### config.mk
export PLATFORM = sky130hd
export DESIGN_NAME = fqs_top
export DESIGN_NICKNAME = d
export VERILOG_FILES = /design/src/rtl/fqs_pkg.sv /design/src/rtl/fqs_top.sv /design/src/rtl/fqs_security_mem.sv /design/src/rtl/fqs_query_rom.sv
export SDC_FILE = /design/constraint.sdc
export NUM_CORES = 1
export LEC_CHECK = 0
export BUFFER_PORTS_ARGS = -buffer_cell sky130_fd_sc_hd__buf_2
export CORE_UTILIZATION = 30
export DETAILED_ROUTE_END_ITERATION = 7
export SLEW_MARGIN = 20
export SYNTH_ARGS = -nofsm -noshare
export SYNTH_HDL_FRONTEND = slang
export SYNTH_SLANG_ARGS = --single-unit
### constraint.sdc
create_clock -name clk_sys -period 7.9 [get_ports clk_sys]
set_clock_uncertainty 0.1 [all_clocks]
set_input_delay 1.185 -clock clk_sys [delete_from_list [all_inputs] [get_ports clk_sys]]
set_output_delay 1.185 -clock clk_sys [all_outputs]
set_load 0.03 [all_outputs]
### src/rtl/fqs_pkg.sv
// Purpose: Constants for the flash query and sequencing block.
// Assumes: 16-bit data bus, word addressing, one system clock.
// Notes: Identity-free; the unique number is a parameter of the top.
package fqs_pkg;
  // ----------------------------------------------------------------
  // Command codes
  // ----------------------------------------------------------------
  localparam logic [7:0] CMD_READ_ARRAY = 8'hff;
  localparam logic [7:0] CMD_QUERY = 8'h98;
  localparam logic [7:0] CMD_READ_STATUS = 8'h70;
  localparam logic [7:0] CMD_CLEAR_STATUS = 8'h50;
  localparam logic [7:0] CMD_SUSPEND = 8'hb0;
  localparam logic [7:0] CMD_RESUME = 8'hd0;
  localparam logic [7:0] CMD_ERASE_SETUP = 8'h20;
  localparam logic [7:0] CMD_PROG_SETUP = 8'h40;
  localparam logic [7:0] CMD_PROG_SETUP_ALT = 8'h10;
  localparam logic [7:0] CMD_DOUBLE_PROG = 8'h30;
  localparam logic [7:0] CMD_QUAD_PROG = 8'h55;
  // ----------------------------------------------------------------
  // Extended query table offsets and values
  // ----------------------------------------------------------------
  localparam logic [7:0] OFF_SIGNATURE_0 = 8'h39;
  localparam logic [7:0] OFF_SIGNATURE_1 = 8'h3a;
  localparam logic [7:0] OFF_SIGNATURE_2 = 8'h3b;
  localparam logic [7:0] OFF_MAJOR_VERSION = 8'h3c;
  localparam logic [7:0] OFF_MINOR_VERSION = 8'h3d;
  localparam logic [7:0] OFF_FEATURES_LO = 8'h3e;
  localparam logic [7:0] OFF_FEATURES_HI = 8'h3f;
  localparam logic [7:0] OFF_AFTER_SUSPEND = 8'h42;
  localparam logic [7:0] OFF_BLOCK_PROTECT = 8'h43;
  localparam logic [7:0] OFF_CORE_SUPPLY = 8'h45;
  localparam logic [7:0] OFF_PROG_SUPPLY = 8'h46;
  localparam logic [7:0] OFF_PAGE_SIZE = 8'h4c;
  localparam logic [7:0] OFF_SYNC_COUNT = 8'h4d;
  localparam logic [7:0] OFF_SYNC_CFG_1 = 8'h4e;
  localparam logic [7:0] OFF_SYNC_CFG_2 = 8'h4f;
  localparam logic [7:0] OFF_SYNC_CFG_3 = 8'h50;
  localparam logic [7:0] OFF_MAX_CLOCK = 8'h51;
  localparam logic [7:0] OFF_STALL_SUPPORT = 8'h52;
  localparam logic [7:0] OFF_PROTECTION_WORD = 8'h80;
  localparam logic [7:0] OFF_UNIQUE_NUMBER = 8'h81;
  localparam logic [7:0] OFF_USER_OTP = 8'h86;
  localparam int SECURITY_WORDS = 4;
  localparam logic [15:0] VAL_SIGNATURE_0 = 16'h0050;
  localparam logic [15:0] VAL_SIGNATURE_1 = 16'h0052;
  localparam logic [15:0] VAL_SIGNATURE_2 = 16'h0049;
  localparam logic [15:0] VAL_MAJOR_VERSION = 16'h0031;
  localparam logic [15:0] VAL_MINOR_VERSION = 16'h0030;
  localparam logic [15:0] VAL_FEATURES_LO = 16'h00e6;
  localparam logic [15:0] VAL_FEATURES_HI = 16'h0003;
  localparam logic [15:0] VAL_AFTER_SUSPEND = 16'h0001;
  localparam logic [15:0] VAL_BLOCK_PROTECT = 16'h0003;
  localparam logic [15:0] VAL_CORE_SUPPLY = 16'h0018;
  localparam logic [15:0] VAL_PROG_SUPPLY = 16'h00c0;
  localparam logic [15:0] VAL_PAGE_SIZE = 16'h0003;
  localparam logic [15:0] VAL_SYNC_COUNT = 16'h0003;
  localparam logic [15:0] VAL_SYNC_CFG_1 = 16'h0001;
  localparam logic [15:0] VAL_SYNC_CFG_2 = 16'h0002;
  localparam logic [15:0] VAL_SYNC_CFG_3 = 16'h0007;
  localparam logic [15:0] VAL_MAX_CLOCK = 16'h0036;
  localparam logic [15:0] VAL_STALL_SUPPORT = 16'h0001;
  // ----------------------------------------------------------------
  // Status word bit positions
  // ----------------------------------------------------------------
  localparam int SR_PROTECTED_BLOCK = 1;
  localparam int SR_SUPPLY_INVALID = 3;
  localparam int SR_PROGRAM_ERROR = 4;
  localparam int SR_ERASE_ERROR = 5;
  localparam int SR_ERASE_SUSPENDED = 6;
  localparam int SR_CONTROLLER_READY = 7;
  // ----------------------------------------------------------------
  // Timing
  // ----------------------------------------------------------------
  localparam int CLK_MHZ = 100;
  localparam int SUSPEND_LATENCY_NS = 50;
  localparam int SUSPEND_CYCLES = (SUSPEND_LATENCY_NS * CLK_MHZ + 999) / 1000;
  localparam int PROGRAM_CYCLES = 16;
  localparam int ERASE_CYCLES = 64;
  localparam int BUSY_WIDTH = 8;
  // ----------------------------------------------------------------
  // Command interface state
  // ----------------------------------------------------------------
  typedef enum logic [5:0] {
    FQS_READ_ARRAY = 6'b000001,
    FQS_READ_QUERY = 6'b000010,
    FQS_READ_STATUS = 6'b000100,
    FQS_PROG_SETUP = 6'b001000,
    FQS_ERASE_SETUP = 6'b010000,
    FQS_MULTI_SETUP = 6'b100000
  } fqs_mode_type;
endpackage : fqs_pkg

### src/rtl/fqs_top.sv
// Purpose: Command interface with query table, security area and
//   erase suspend sequencing.
// Assumes: Bus writes and reads are single-cycle strobes in clk_sys.
// Notes: Array contents are outside; this block only reports mode.
`timescale 1ns/1ns
`default_nettype none
module fqs_top #(
  parameter logic [63:0] UNIQUE_NUMBER = 64'h0123_4567_89ab_cdef
) (
  input wire logic clk_sys,
  input wire logic nrst,
  input wire logic clk_en,
  input wire logic wr_stb,
  input wire logic rd_stb,
  input wire logic [7:0] addr,
  input wire logic [15:0] wr_data,
  input wire logic supply_ok,
  input wire logic block_locked,
  output logic [15:0] rd_data,
  output logic rd_valid,
  output logic array_read,
  output logic program_busy,
  output logic erase_busy,
  output logic erase_paused_state,
  output logic [7:0] status_word
);
  // ----------------------------------------------------------------
  // Declarations
  // ----------------------------------------------------------------
  fqs_pkg::fqs_mode_type mode_reg;
  logic [15:0] rom_data;
  logic [15:0] sec_data;
  logic sec_wr;
  logic rd_pend_reg;
  logic rd_sec_reg;
  logic rd_query_reg;
  logic rd_status_reg;
  logic [1:0] multi_left_reg;
  logic [7:0] multi_base_reg;
  logic multi_first_reg;
  logic multi_quad_reg;
  logic [fqs_pkg::BUSY_WIDTH-1:0] busy_cnt_reg;
  logic [fqs_pkg::BUSY_WIDTH-1:0] suspend_cnt_reg;
  logic suspend_req_reg;
  logic controller_ready_flag;
  logic erase_suspended_flag;
  logic protected_block_flag;
  logic supply_invalid_flag;
  logic program_error_flag;
  logic erase_error_flag;
  logic error_any;
  logic [7:0] cmd;

  assign cmd = wr_data[7:0];

  function automatic logic is_cmd(input logic [7:0] code, input logic [7:0] want);
    is_cmd = (code == want);
  endfunction : is_cmd

  // ----------------------------------------------------------------
  // Table stores
  // ----------------------------------------------------------------
  fqs_query_rom u_rom (
    .clk_sys(clk_sys),
    .nrst(nrst),
    .clk_en(clk_en),
    .addr(addr),
    .data(rom_data)
  );

  assign sec_wr = wr_stb && clk_en && (mode_reg == fqs_pkg::FQS_PROG_SETUP)
                  && (addr >= fqs_pkg::OFF_PROTECTION_WORD)
                  && (addr < 8'h8a) && !error_any;

  fqs_security_mem #(
    .UNIQUE_NUMBER(UNIQUE_NUMBER)
  ) u_sec (
    .clk_sys(clk_sys),
    .nrst(nrst),
    .clk_en(clk_en),
    .rd_index(4'(addr - fqs_pkg::OFF_PROTECTION_WORD)),
    .wr_en(sec_wr),
    .wr_index(4'(addr - fqs_pkg::OFF_PROTECTION_WORD)),
    .wr_data(wr_data),
    .rd_data(sec_data)
  );

  assign error_any = protected_block_flag | supply_invalid_flag | program_error_flag
                     | erase_error_flag;

  // ----------------------------------------------------------------
  // Command decoding
  // ----------------------------------------------------------------
  always_ff @(posedge clk_sys) begin
    if (!nrst) begin
      mode_reg <= fqs_pkg::FQS_READ_ARRAY;
      multi_left_reg <= 2'h0;
      multi_base_reg <= 8'h00;
      multi_first_reg <= 1'b0;
      multi_quad_reg <= 1'b0;
    end else if (clk_en && wr_stb) begin
      case (mode_reg)
        fqs_pkg::FQS_PROG_SETUP: begin
          mode_reg <= fqs_pkg::FQS_READ_STATUS;
        end
        fqs_pkg::FQS_ERASE_SETUP: begin
          mode_reg <= fqs_pkg::FQS_READ_STATUS;
        end
        fqs_pkg::FQS_MULTI_SETUP: begin
          // Words beyond the first must share the upper address bits.
          if (multi_left_reg == 2'h0) begin
            mode_reg <= fqs_pkg::FQS_READ_STATUS;
          end
          // The command word carries no address, so the group is taken from the first data word.
          if (multi_first_reg) begin
            multi_base_reg <= addr;
          end
          multi_first_reg <= 1'b0;
          multi_left_reg <= multi_left_reg - 2'h1;
        end
        default: begin
          if (is_cmd(cmd, fqs_pkg::CMD_QUERY)) begin
            mode_reg <= fqs_pkg::FQS_READ_QUERY;
          end else if (is_cmd(cmd, fqs_pkg::CMD_READ_ARRAY)) begin
            mode_reg <= fqs_pkg::FQS_READ_ARRAY;
          end else if (is_cmd(cmd, fqs_pkg::CMD_READ_STATUS)
                       || is_cmd(cmd, fqs_pkg::CMD_SUSPEND)
                       || is_cmd(cmd, fqs_pkg::CMD_RESUME)) begin
            mode_reg <= fqs_pkg::FQS_READ_STATUS;
          end else if (is_cmd(cmd, fqs_pkg::CMD_CLEAR_STATUS)) begin
            mode_reg <= fqs_pkg::FQS_READ_ARRAY;
          end else if ((is_cmd(cmd, fqs_pkg::CMD_PROG_SETUP)
                        || is_cmd(cmd, fqs_pkg::CMD_PROG_SETUP_ALT)) && !program_busy) begin
            mode_reg <= fqs_pkg::FQS_PROG_SETUP;
          end else if (is_cmd(cmd, fqs_pkg::CMD_ERASE_SETUP) && !erase_busy
                       && !erase_paused_state) begin
            mode_reg <= fqs_pkg::FQS_ERASE_SETUP;
          end else if (is_cmd(cmd, fqs_pkg::CMD_DOUBLE_PROG) && !program_busy) begin
            mode_reg <= fqs_pkg::FQS_MULTI_SETUP;
            multi_left_reg <= 2'h1;
            multi_first_reg <= 1'b1;
            multi_quad_reg <= 1'b0;
          end else if (is_cmd(cmd, fqs_pkg::CMD_QUAD_PROG) && !program_busy) begin
            mode_reg <= fqs_pkg::FQS_MULTI_SETUP;
            multi_left_reg <= 2'h3;
            multi_first_reg <= 1'b1;
            multi_quad_reg <= 1'b1;
          end
        end
      endcase
    end
  end

  // ----------------------------------------------------------------
  // Program and erase controller
  // ----------------------------------------------------------------
  // Errors block new operations until status is cleared.
  always_ff @(posedge clk_sys) begin
    if (!nrst) begin
      program_busy <= 1'b0;
      erase_busy <= 1'b0;
      erase_paused_state <= 1'b0;
      busy_cnt_reg <= '0;
      suspend_req_reg <= 1'b0;
      suspend_cnt_reg <= '0;
    end else if (clk_en) begin
      if (program_busy) begin
        if (busy_cnt_reg == '0) begin
          program_busy <= 1'b0;
        end else begin
          busy_cnt_reg <= busy_cnt_reg - 1'b1;
        end
      end else if (erase_busy) begin
        if (suspend_req_reg) begin
          if (suspend_cnt_reg == '0) begin
            erase_busy <= 1'b0;
            erase_paused_state <= 1'b1;
            suspend_req_reg <= 1'b0;
          end else begin
            suspend_cnt_reg <= suspend_cnt_reg - 1'b1;
          end
        end
        if (busy_cnt_reg == '0) begin
          // Finishing first means the suspend found nothing left to pause.
          erase_busy <= 1'b0;
          erase_paused_state <= 1'b0;
          suspend_req_reg <= 1'b0;
        end else begin
          busy_cnt_reg <= busy_cnt_reg - 1'b1;
        end
      end
      if (wr_stb && !error_any) begin
        if (mode_reg == fqs_pkg::FQS_PROG_SETUP && !sec_wr
            || mode_reg == fqs_pkg::FQS_MULTI_SETUP && multi_left_reg == 2'h0) begin
          program_busy <= 1'b1;
          busy_cnt_reg <= fqs_pkg::BUSY_WIDTH'(fqs_pkg::PROGRAM_CYCLES);
        end else if (mode_reg == fqs_pkg::FQS_ERASE_SETUP
                     && is_cmd(cmd, fqs_pkg::CMD_RESUME)) begin
          erase_busy <= 1'b1;
          busy_cnt_reg <= fqs_pkg::BUSY_WIDTH'(fqs_pkg::ERASE_CYCLES);
        end else if (mode_reg != fqs_pkg::FQS_PROG_SETUP
                     && mode_reg != fqs_pkg::FQS_MULTI_SETUP
                     && mode_reg != fqs_pkg::FQS_ERASE_SETUP) begin
          if (is_cmd(cmd, fqs_pkg::CMD_SUSPEND) && erase_busy) begin
            suspend_req_reg <= 1'b1;
            suspend_cnt_reg <= fqs_pkg::BUSY_WIDTH'(fqs_pkg::SUSPEND_CYCLES);
          end else if (is_cmd(cmd, fqs_pkg::CMD_RESUME) && erase_paused_state
                       && !program_busy) begin
            erase_paused_state <= 1'b0;
            erase_busy <= 1'b1;
          end
        end
      end
    end
  end

  // ----------------------------------------------------------------
  // Status flags
  // ----------------------------------------------------------------
  assign controller_ready_flag = !program_busy && !(erase_busy);
  assign erase_suspended_flag = erase_paused_state;

  // Error flags stay set until clear status; a new error in the same
  // cycle as the clear survives it.
  always_ff @(posedge clk_sys) begin
    if (!nrst) begin
      protected_block_flag <= 1'b0;
      supply_invalid_flag <= 1'b0;
      program_error_flag <= 1'b0;
      erase_error_flag <= 1'b0;
    end else if (clk_en) begin
      if (wr_stb && mode_reg != fqs_pkg::FQS_PROG_SETUP
          && mode_reg != fqs_pkg::FQS_MULTI_SETUP
          && mode_reg != fqs_pkg::FQS_ERASE_SETUP
          && is_cmd(cmd, fqs_pkg::CMD_CLEAR_STATUS)) begin
        protected_block_flag <= 1'b0;
        supply_invalid_flag <= 1'b0;
        program_error_flag <= 1'b0;
        erase_error_flag <= 1'b0;
      end
      if (wr_stb && (mode_reg == fqs_pkg::FQS_PROG_SETUP
                     || mode_reg == fqs_pkg::FQS_ERASE_SETUP
                     || mode_reg == fqs_pkg::FQS_MULTI_SETUP)) begin
        if (block_locked) begin
          protected_block_flag <= 1'b1;
        end
        if (!supply_ok) begin
          supply_invalid_flag <= 1'b1;
        end
        if (mode_reg == fqs_pkg::FQS_MULTI_SETUP && !multi_first_reg
            && (addr[7:2] != multi_base_reg[7:2]
                || !multi_quad_reg && addr[1] != multi_base_reg[1])) begin
          program_error_flag <= 1'b1;
        end
        if (mode_reg == fqs_pkg::FQS_ERASE_SETUP && !is_cmd(cmd, fqs_pkg::CMD_RESUME)) begin
          erase_error_flag <= 1'b1;
        end
      end
    end
  end

  always_comb begin
    status_word = 8'h00;
    status_word[fqs_pkg::SR_CONTROLLER_READY] = controller_ready_flag;
    status_word[fqs_pkg::SR_ERASE_SUSPENDED] = erase_suspended_flag;
    status_word[fqs_pkg::SR_ERASE_ERROR] = erase_error_flag;
    status_word[fqs_pkg::SR_PROGRAM_ERROR] = program_error_flag;
    status_word[fqs_pkg::SR_SUPPLY_INVALID] = supply_invalid_flag;
    status_word[fqs_pkg::SR_PROTECTED_BLOCK] = protected_block_flag;
  end

  // ----------------------------------------------------------------
  // Read path
  // ----------------------------------------------------------------
  // The stores answer one cycle after the strobe, so the source is
  // remembered alongside and selected then.
  always_ff @(posedge clk_sys) begin
    if (!nrst) begin
      rd_pend_reg <= 1'b0;
      rd_sec_reg <= 1'b0;
      rd_query_reg <= 1'b0;
      rd_status_reg <= 1'b0;
    end else if (clk_en) begin
      rd_pend_reg <= rd_stb;
      rd_query_reg <= (mode_reg == fqs_pkg::FQS_READ_QUERY);
      // Bounded so that high offsets do not alias back onto the protection word.
      rd_sec_reg <= (addr >= fqs_pkg::OFF_PROTECTION_WORD) && (addr < 8'h8a);
      rd_status_reg <= (mode_reg == fqs_pkg::FQS_READ_STATUS);
    end
  end

  always_comb begin
    rd_data = 16'h0000;
    if (rd_query_reg) begin
      rd_data = {8'h00, rd_sec_reg ? sec_data[7:0] : rom_data[7:0]};
      if (rd_sec_reg) begin
        rd_data = sec_data;
      end
    end else if (rd_status_reg) begin
      rd_data = {8'h00, status_word};
    end
  end

  assign rd_valid = rd_pend_reg;
  assign array_read = (mode_reg == fqs_pkg::FQS_READ_ARRAY);
endmodule : fqs_top
`default_nettype wire

### src/rtl/fqs_security_mem.sv
// Purpose: Security area store with registered read data.
// Assumes: Factory contents come in as parameters, user words are OTP.
// Notes: A write can only clear bits, as one-time cells do.
`timescale 1ns/1ns
`default_nettype none
module fqs_security_mem #(
  parameter logic [63:0] UNIQUE_NUMBER = 64'h0123_4567_89ab_cdef
) (
  input wire logic clk_sys,
  input wire logic nrst,
  input wire logic clk_en,
  input wire logic [3:0] rd_index,
  input wire logic wr_en,
  input wire logic [3:0] wr_index,
  input wire logic [15:0] wr_data,
  output logic [15:0] rd_data
);
  logic [15:0] otp_reg [0:fqs_pkg::SECURITY_WORDS-1];
  logic [15:0] protect_reg;

  // ----------------------------------------------------------------
  // Programming: bits only go from one to zero.
  // ----------------------------------------------------------------
  always_ff @(posedge clk_sys) begin
    if (!nrst) begin
      for (int i = 0; i < fqs_pkg::SECURITY_WORDS; i++) begin
        otp_reg[i] <= 16'hffff;
      end
      protect_reg <= 16'h0006;
    end else if (clk_en && wr_en) begin
      if (wr_index == 4'h0) begin
        protect_reg <= protect_reg & {13'h0000, wr_data[2:1], 1'b0} | 16'h0000;
      end else if (wr_index >= 4'h6 && wr_index <= 4'h9) begin
        if (protect_reg[1]) begin
          otp_reg[2'(wr_index - 4'h6)] <= otp_reg[2'(wr_index - 4'h6)] & wr_data;
        end
      end
    end
  end

  // ----------------------------------------------------------------
  // Read port
  // ----------------------------------------------------------------
  always_ff @(posedge clk_sys) begin
    if (!nrst) begin
      rd_data <= 16'h0000;
    end else if (clk_en) begin
      case (rd_index)
        4'h0: rd_data <= {13'h0000, protect_reg[2:1], 1'b0};
        4'h1: rd_data <= UNIQUE_NUMBER[15:0];
        4'h2: rd_data <= UNIQUE_NUMBER[31:16];
        4'h3: rd_data <= UNIQUE_NUMBER[47:32];
        4'h4: rd_data <= UNIQUE_NUMBER[63:48];
        4'h6: rd_data <= otp_reg[0];
        4'h7: rd_data <= otp_reg[1];
        4'h8: rd_data <= otp_reg[2];
        4'h9: rd_data <= otp_reg[3];
        default: rd_data <= 16'h0000;
      endcase
    end
  end
endmodule : fqs_security_mem
`default_nettype wire

### src/rtl/fqs_query_rom.sv
// Purpose: Extended query table as a registered lookup.
// Assumes: Word offsets within the query space.
// Notes: Unlisted offsets read as zero.
`timescale 1ns/1ns
`default_nettype none
module fqs_query_rom (
  input wire logic clk_sys,
  input wire logic nrst,
  input wire logic clk_en,
  input wire logic [7:0] addr,
  output logic [15:0] data
);
  always_ff @(posedge clk_sys) begin
    if (!nrst) begin
      data <= 16'h0000;
    end else if (clk_en) begin
      case (addr)
        fqs_pkg::OFF_SIGNATURE_0: data <= fqs_pkg::VAL_SIGNATURE_0;
        fqs_pkg::OFF_SIGNATURE_1: data <= fqs_pkg::VAL_SIGNATURE_1;
        fqs_pkg::OFF_SIGNATURE_2: data <= fqs_pkg::VAL_SIGNATURE_2;
        fqs_pkg::OFF_MAJOR_VERSION: data <= fqs_pkg::VAL_MAJOR_VERSION;
        fqs_pkg::OFF_MINOR_VERSION: data <= fqs_pkg::VAL_MINOR_VERSION;
        fqs_pkg::OFF_FEATURES_LO: data <= fqs_pkg::VAL_FEATURES_LO;
        fqs_pkg::OFF_FEATURES_HI: data <= fqs_pkg::VAL_FEATURES_HI;
        fqs_pkg::OFF_AFTER_SUSPEND: data <= fqs_pkg::VAL_AFTER_SUSPEND;
        fqs_pkg::OFF_BLOCK_PROTECT: data <= fqs_pkg::VAL_BLOCK_PROTECT;
        fqs_pkg::OFF_CORE_SUPPLY: data <= fqs_pkg::VAL_CORE_SUPPLY;
        fqs_pkg::OFF_PROG_SUPPLY: data <= fqs_pkg::VAL_PROG_SUPPLY;
        fqs_pkg::OFF_PAGE_SIZE: data <= fqs_pkg::VAL_PAGE_SIZE;
        fqs_pkg::OFF_SYNC_COUNT: data <= fqs_pkg::VAL_SYNC_COUNT;
        fqs_pkg::OFF_SYNC_CFG_1: data <= fqs_pkg::VAL_SYNC_CFG_1;
        fqs_pkg::OFF_SYNC_CFG_2: data <= fqs_pkg::VAL_SYNC_CFG_2;
        fqs_pkg::OFF_SYNC_CFG_3: data <= fqs_pkg::VAL_SYNC_CFG_3;
        fqs_pkg::OFF_MAX_CLOCK: data <= fqs_pkg::VAL_MAX_CLOCK;
        fqs_pkg::OFF_STALL_SUPPORT: data <= fqs_pkg::VAL_STALL_SUPPORT;
        default: data <= 16'h0000;
      endcase
    end
  end
endmodule : fqs_query_rom
`default_nettype wire

---- Word level (Yosys, flattened, before mapping) ----
Memories as Yosys holds them, arrays and structs flattened.
Cells that the tools add are included.
Widths: inputs -> output; s select.
word-level totals
  flip-flop bits (word level) ............. 86
  output and inout bits ................... 29
  RAM bits ................................ 64
  logic and storage cells ................. 270
  memories kept ........................... 1
  bits of input ports ..................... 31
memory list
  name           depth  bits a word  read ports  clocked after memory_dff  wr ports  RTL line                text
  u_sec.otp_reg  4      16           5           0                         4         fqs_security_mem.sv:18  logic [15:0] otp_reg [0:fqs_pkg::SECURITY_WORDS-1];
cells by class
  add/sub/neg operators ................... 5
  equality and inequality tests ........... 55
  reductions and logical operators ........ 64
  magnitude comparators ................... 4
  bitwise operators ....................... 13
  mux-type cells .......................... 106
operators by type and width
  kind                 number
  $pmux 16 s9          1
  $mux 8               16
  $eq 8x7->1 const B   15
  $pmux 8 s13          1
  $eq 8x6->1 const B   9
  $mux 1               64
  $mux 6               9
  $mux 16              3
  $eq 8x8->1 const B   4
  $logic_and 1x1->1    32
  $mux 2               9
  $reduce_and 9->1     2
  $and 16x16->16       1
  $and 16x3->16        1
  $logic_not 8->1      2
  $reduce_or 16->1     1
  $sub 8x1->8 const B  2
  $eq 4x3->1 const B   3
  $ne 2x1->1 const B   6
  $pmux 6 s2           1
  $reduce_bool 10->1   1
  $eq 4x2->1 const B   2
  $eq 4x4->1 const B   2
  $eq 8x5->1 const B   1
  other kinds (35)     59

---- Longest topological paths before layout ----
  depth after elaboration ................. 12
  gate-level depth with buffers ........... 9
  mapped depth without buffers ............ 7

---- Modules after synthesis ----
Synthesis repeated with hierarchy kept, for this count alone.
second synthesis, totals
  cell total of the unflattened synthesis .. 816
  area total of the unflattened synthesis .. 7772.5 um2
by module, submodules not included
  module            times used  cells each  area an instance (um2)
  fqs_security_mem  1           353         4080.2
  fqs_top           1           377         2969.1
  fqs_query_rom     1           86          723.2

---- Worst setup path before layout ----
OpenSTA, ideal clock, no wires.
  kind .................................... input to register
  from .................................... in wr_stb
  to ...................................... mem u_sec.otp_reg[0][0], enable pin
  data required time ...................... 7.425 ns
  path slack .............................. 4.324 ns
  library setup time ...................... 0.375 ns
  arrival ................................. 3.102 ns
  stages .................................. 7
  buffers on the path ..................... 2
  cell sequence ........................... or4b_2 -> nor4_4 -> and4_1 -> buf_6 -> and2_4 -> buf_6 -> nand2b_1
RTL lines
  element      RTL line                text
  from (decl)  fqs_top.sv:13           input wire logic wr_stb,
  to (decl)    fqs_security_mem.sv:18

==> key figures <==
Status
  • Status: finished, final reports clean

CTS
  • TritonCTS buffer count: 17
  • CTS Root Cell: clkbuf_16
  • CTS tree: built
  • Post-CTS Hold Fix Bufs: 0
  • Clock tree buffer depth: 2
  • Reg clk slew, reported paths: 60 ps
  • Worst skew pair latency: about 430 ps
  • CTS resizes: 0
  • Clock net sink count: between 100 and 150
  • Total setup buffers inserted after CTS: 0
  • H-tree level count: 4

Setup path
  • Worst Setup SP: wr_stb
  • Critical path launch point type: primary input
  • Worst reg2reg path endpoint: u_sec.otp_reg[1][14]
  • Worst reg2reg startpoint: program_error_flag
  • CP Depth: 7
  • Critical Path RT: between 7000 and 8000 ps
  • R2R cell count: 6
  • Worst path bufs/invs: 2
  • CP max stage delay: 680 ps
  • Critical Path Sink: u_sec.otp_reg[1][14]
  • Setup CP Type: primary input to flop
  • CP Cell Sequence: buf_2, or4b_2, nor4_4, and4_1, buf_4, and2_1, nand2b_1
  • CP Max Fanout: 21
  • Max stage delay cell, worst path: or4b_2
  • Data arrival time of the critical path: between 4000 and 5000 ps
  • Nature of the critical path endpoint: flop
  • CP top delay family: simple AND/OR/NAND/NOR gates
  • Register-to-register setup slack: 4210 ps

Global routing
  • Initial antenna violation count: 2
  • Grt ovf: 0
  • Met3 usage: 3.766%
  • Largest net degree at the start of global routing: 44
  • M2 GR Usage: a little over a quarter
  • M1 GR Usage: around a quarter
  • Vias in the first global route: 5,864
  • Tot GR Track Use: ~17%
  • First-pass GRT wire length: ~34,000 um
  • Layer with the highest usage: met2

Synth
  • Most common library cells after synthesis: 150 x nand2_1, 71 x dfxtp_1, 64 x edfxtp_1, 55 x nor2_1, 50 x a21oi_1
  • Syn avg cell area: just under 9 um^2
  • EDFF count, synth: 64
  • Post-synth top area cell: edfxtp_1
  • Async set or reset register ratio after synthesis: 0%
  • Synth top area share: between 20 and 30%
  • Library cells used by synthesis: 77
  • Syn Std Cell Area: roughly 7500 um^2
  • Synthesized flop and latch total: 135
  • Most frequent cell after synthesis: nand2_1
  • Synth Flop Type: dfxtp_1
  • Seq/Total Area, Yosys: ~45%
  • YS warnings: 0
  • Largest cells by area after synthesis: edfxtp_1 26%, dfxtp_1 19%, nand2_1 7.5%, mux2i_1 4.0%, a21oi_1 3.4%
  • Mapped Cells: roughly 840

Power and ir drop
  • Pleak: between 2 and 3 nW
  • Cell Pwr Density: between 150 and 200 nW/um^2
  • Worst IR drop on VDD: 144.1 uV

Floorplanning
  • Num rows: between 50 and 60
  • Total core area: around 24,000 um^2
  • Die X: 159.7 um
  • Die Y: between 150 and 200 um
  • Initial Util: between 30% and 40%
  • Die area: roughly 26,000 um^2
  • I/O pin count: 60

Drt
  • Vias post-DR: between 6,000 and 7,000
  • Avg WL per Cell: 18.19 um
  • Antenna Nets Post-Route: 0
  • Vias per inst: around 5.4
  • 1st-pass router iterations: 5
  • Final wirelength: about 22,000 um
  • Detailed Route Iter0 Violations: roughly 580
  • DR DRC count: 0

Place
  • PortBufs: 57
  • RD Place Congestion: 0.8583
  • Post-detail-place hpwl: around 15,000 um
  • Placed Cells: between 1,000 and 1,500

STA
  • Setup Total Neg Slack: 0 ps
  • Final Hold Fails: 0
  • Fin crit period: just over 4000 ps
  • RSZ-0062 raised after global routing: no
  • Fmax: between 200 and 250 MHz
  • Slew HR: between 30% and 40%
  • Pins Over Slew Limit: 0
  • Worst Tran Pin Value: approximately 1000 ps
  • Final period utilization: approximately half
  • # setup viols final: 0

Finish
  • Layout Area Growth over Synthesis: 14.05%
  • Fin nets: 897
  • Number of flip-flops in the largest register: 64
  • FILL cells: around 2,500
  • Final Instance Count excl. Fillers: roughly 1,200
  • Layout cells sized above 1: 13.96%

Hold path
  • Hold crit path type: flop to flop

Run
  • Max Cap Viol: 0
## logic make-up (layout without fill, tap and decap cells)
| group | count (synthesis) | in the layout | share of synthesized area, % |
|---|---|---|---|
| xor+xnor | 14 | 14 | 1.644 |
| flops | 135 | 135 | 44.81 |
| simple gates | 363 | 363 | 24.07 |
| mux | 42 | 42 | 6.138 |
| fa+ha+maj | 5 | 5 | 0.8385 |
| buf+inv | 84 | 115 | 5.081 |
| other cells | 1 | 3 | 0.05026 |
| compound gates | 198 | 198 | 17.37 |
## layer usage
metal | wire length [um] | vias to the layer above
li1 | - | 3113
met1 | 10080 | 3113
met2 | 10120 | 212
met3 | 1374 | 18
met4 | 222 | 2
met5 | 13 | -
## power breakdown
part           switching (W)  internal, W  total, W
clock network       0.000342     0.000479  0.000821
logic              0.0000901    0.0000359  0.000126
registers         0.00000280     0.000735  0.000737
total               0.000435      0.00125   0.00168
## worst min path at each step
stage	start	endpoint	cells past startpoint
final	u_rom.data[7]	u_rom.data[7]	2
after global routing	u_rom.data[7]	u_rom.data[7]	2
after CTS	u_rom.data[7]	u_rom.data[7]	2
after detailed placement	u_rom.data[7]	u_rom.data[7]	2
after global placement	u_rom.data[7]	u_rom.data[7]	2
after floorplan	u_rom.data[7]	u_rom.data[7]	2
## placed cells by master (no fill, tap or decap), types with 11 or more instances in the layout
master | netlist | routed
a21oi_1 | 50 | 50
a31oi_1 | 12 | 12
and3_1 | 18 | 18
buf_2 | 3 | 57
clkbuf_16 | 0 | 17
dfxtp_1 | 71 | 71
edfxtp_1 | 64 | 64
inv_1 | 20 | 20
mux2i_1 | 30 | 30
nand2_1 | 150 | 150
nand2b_1 | 16 | 16
nand3_1 | 27 | 27
nor2_1 | 55 | 55
nor3_1 | 18 | 18
nor4_1 | 12 | 11
o21ai_0 | 41 | 41
o22ai_1 | 15 | 15
xnor2_1 | 11 | 11
## final cells by class
cell class                      instances  area, um^2  share of cell area, %
Multi-Input combinational cell        624        3749                  44.05
Sequential cell                       135        3343                  39.29
Clock buffer                           17       425.4                  4.999
Tap cell                              324       405.4                  4.764
Timing Repair Buffer                   63       330.3                  3.882
Clock inverter                         15       178.9                  2.103
Inverter                               20       75.07                 0.8822
Antenna cell                            1       2.502                0.02941
## metrics by stage
stage | worst slack [ps] | power [W] | util [%] | hold slack [ps] | area [um^2]
final | 3805 | 0.001684 | 34.89 | 335.8 | 8509
after global placement | 3426 | 0.0008767 | 32.37 | 323.7 | 7896
after floorplan | 4324 | 0.0008352 | - | 314.9 | 7465
after CTS | 3816 | 0.001699 | 34.85 | 336.8 | 8501
after global routing | 3582 | 0.001743 | 34.89 | 367.9 | 8509
after detailed placement | 3388 | 0.0008767 | 32.37 | 328.9 | 7896
## worst register-to-register path, stage by stage, from the launching register on
cell      delay [ps]
dfxtp_1          360
or4b_2           770
nor4_4           330
and4_1           270
buf_4            270
and2_1           530
nand2b_1         680
Power figures use the tool's default switching activity.
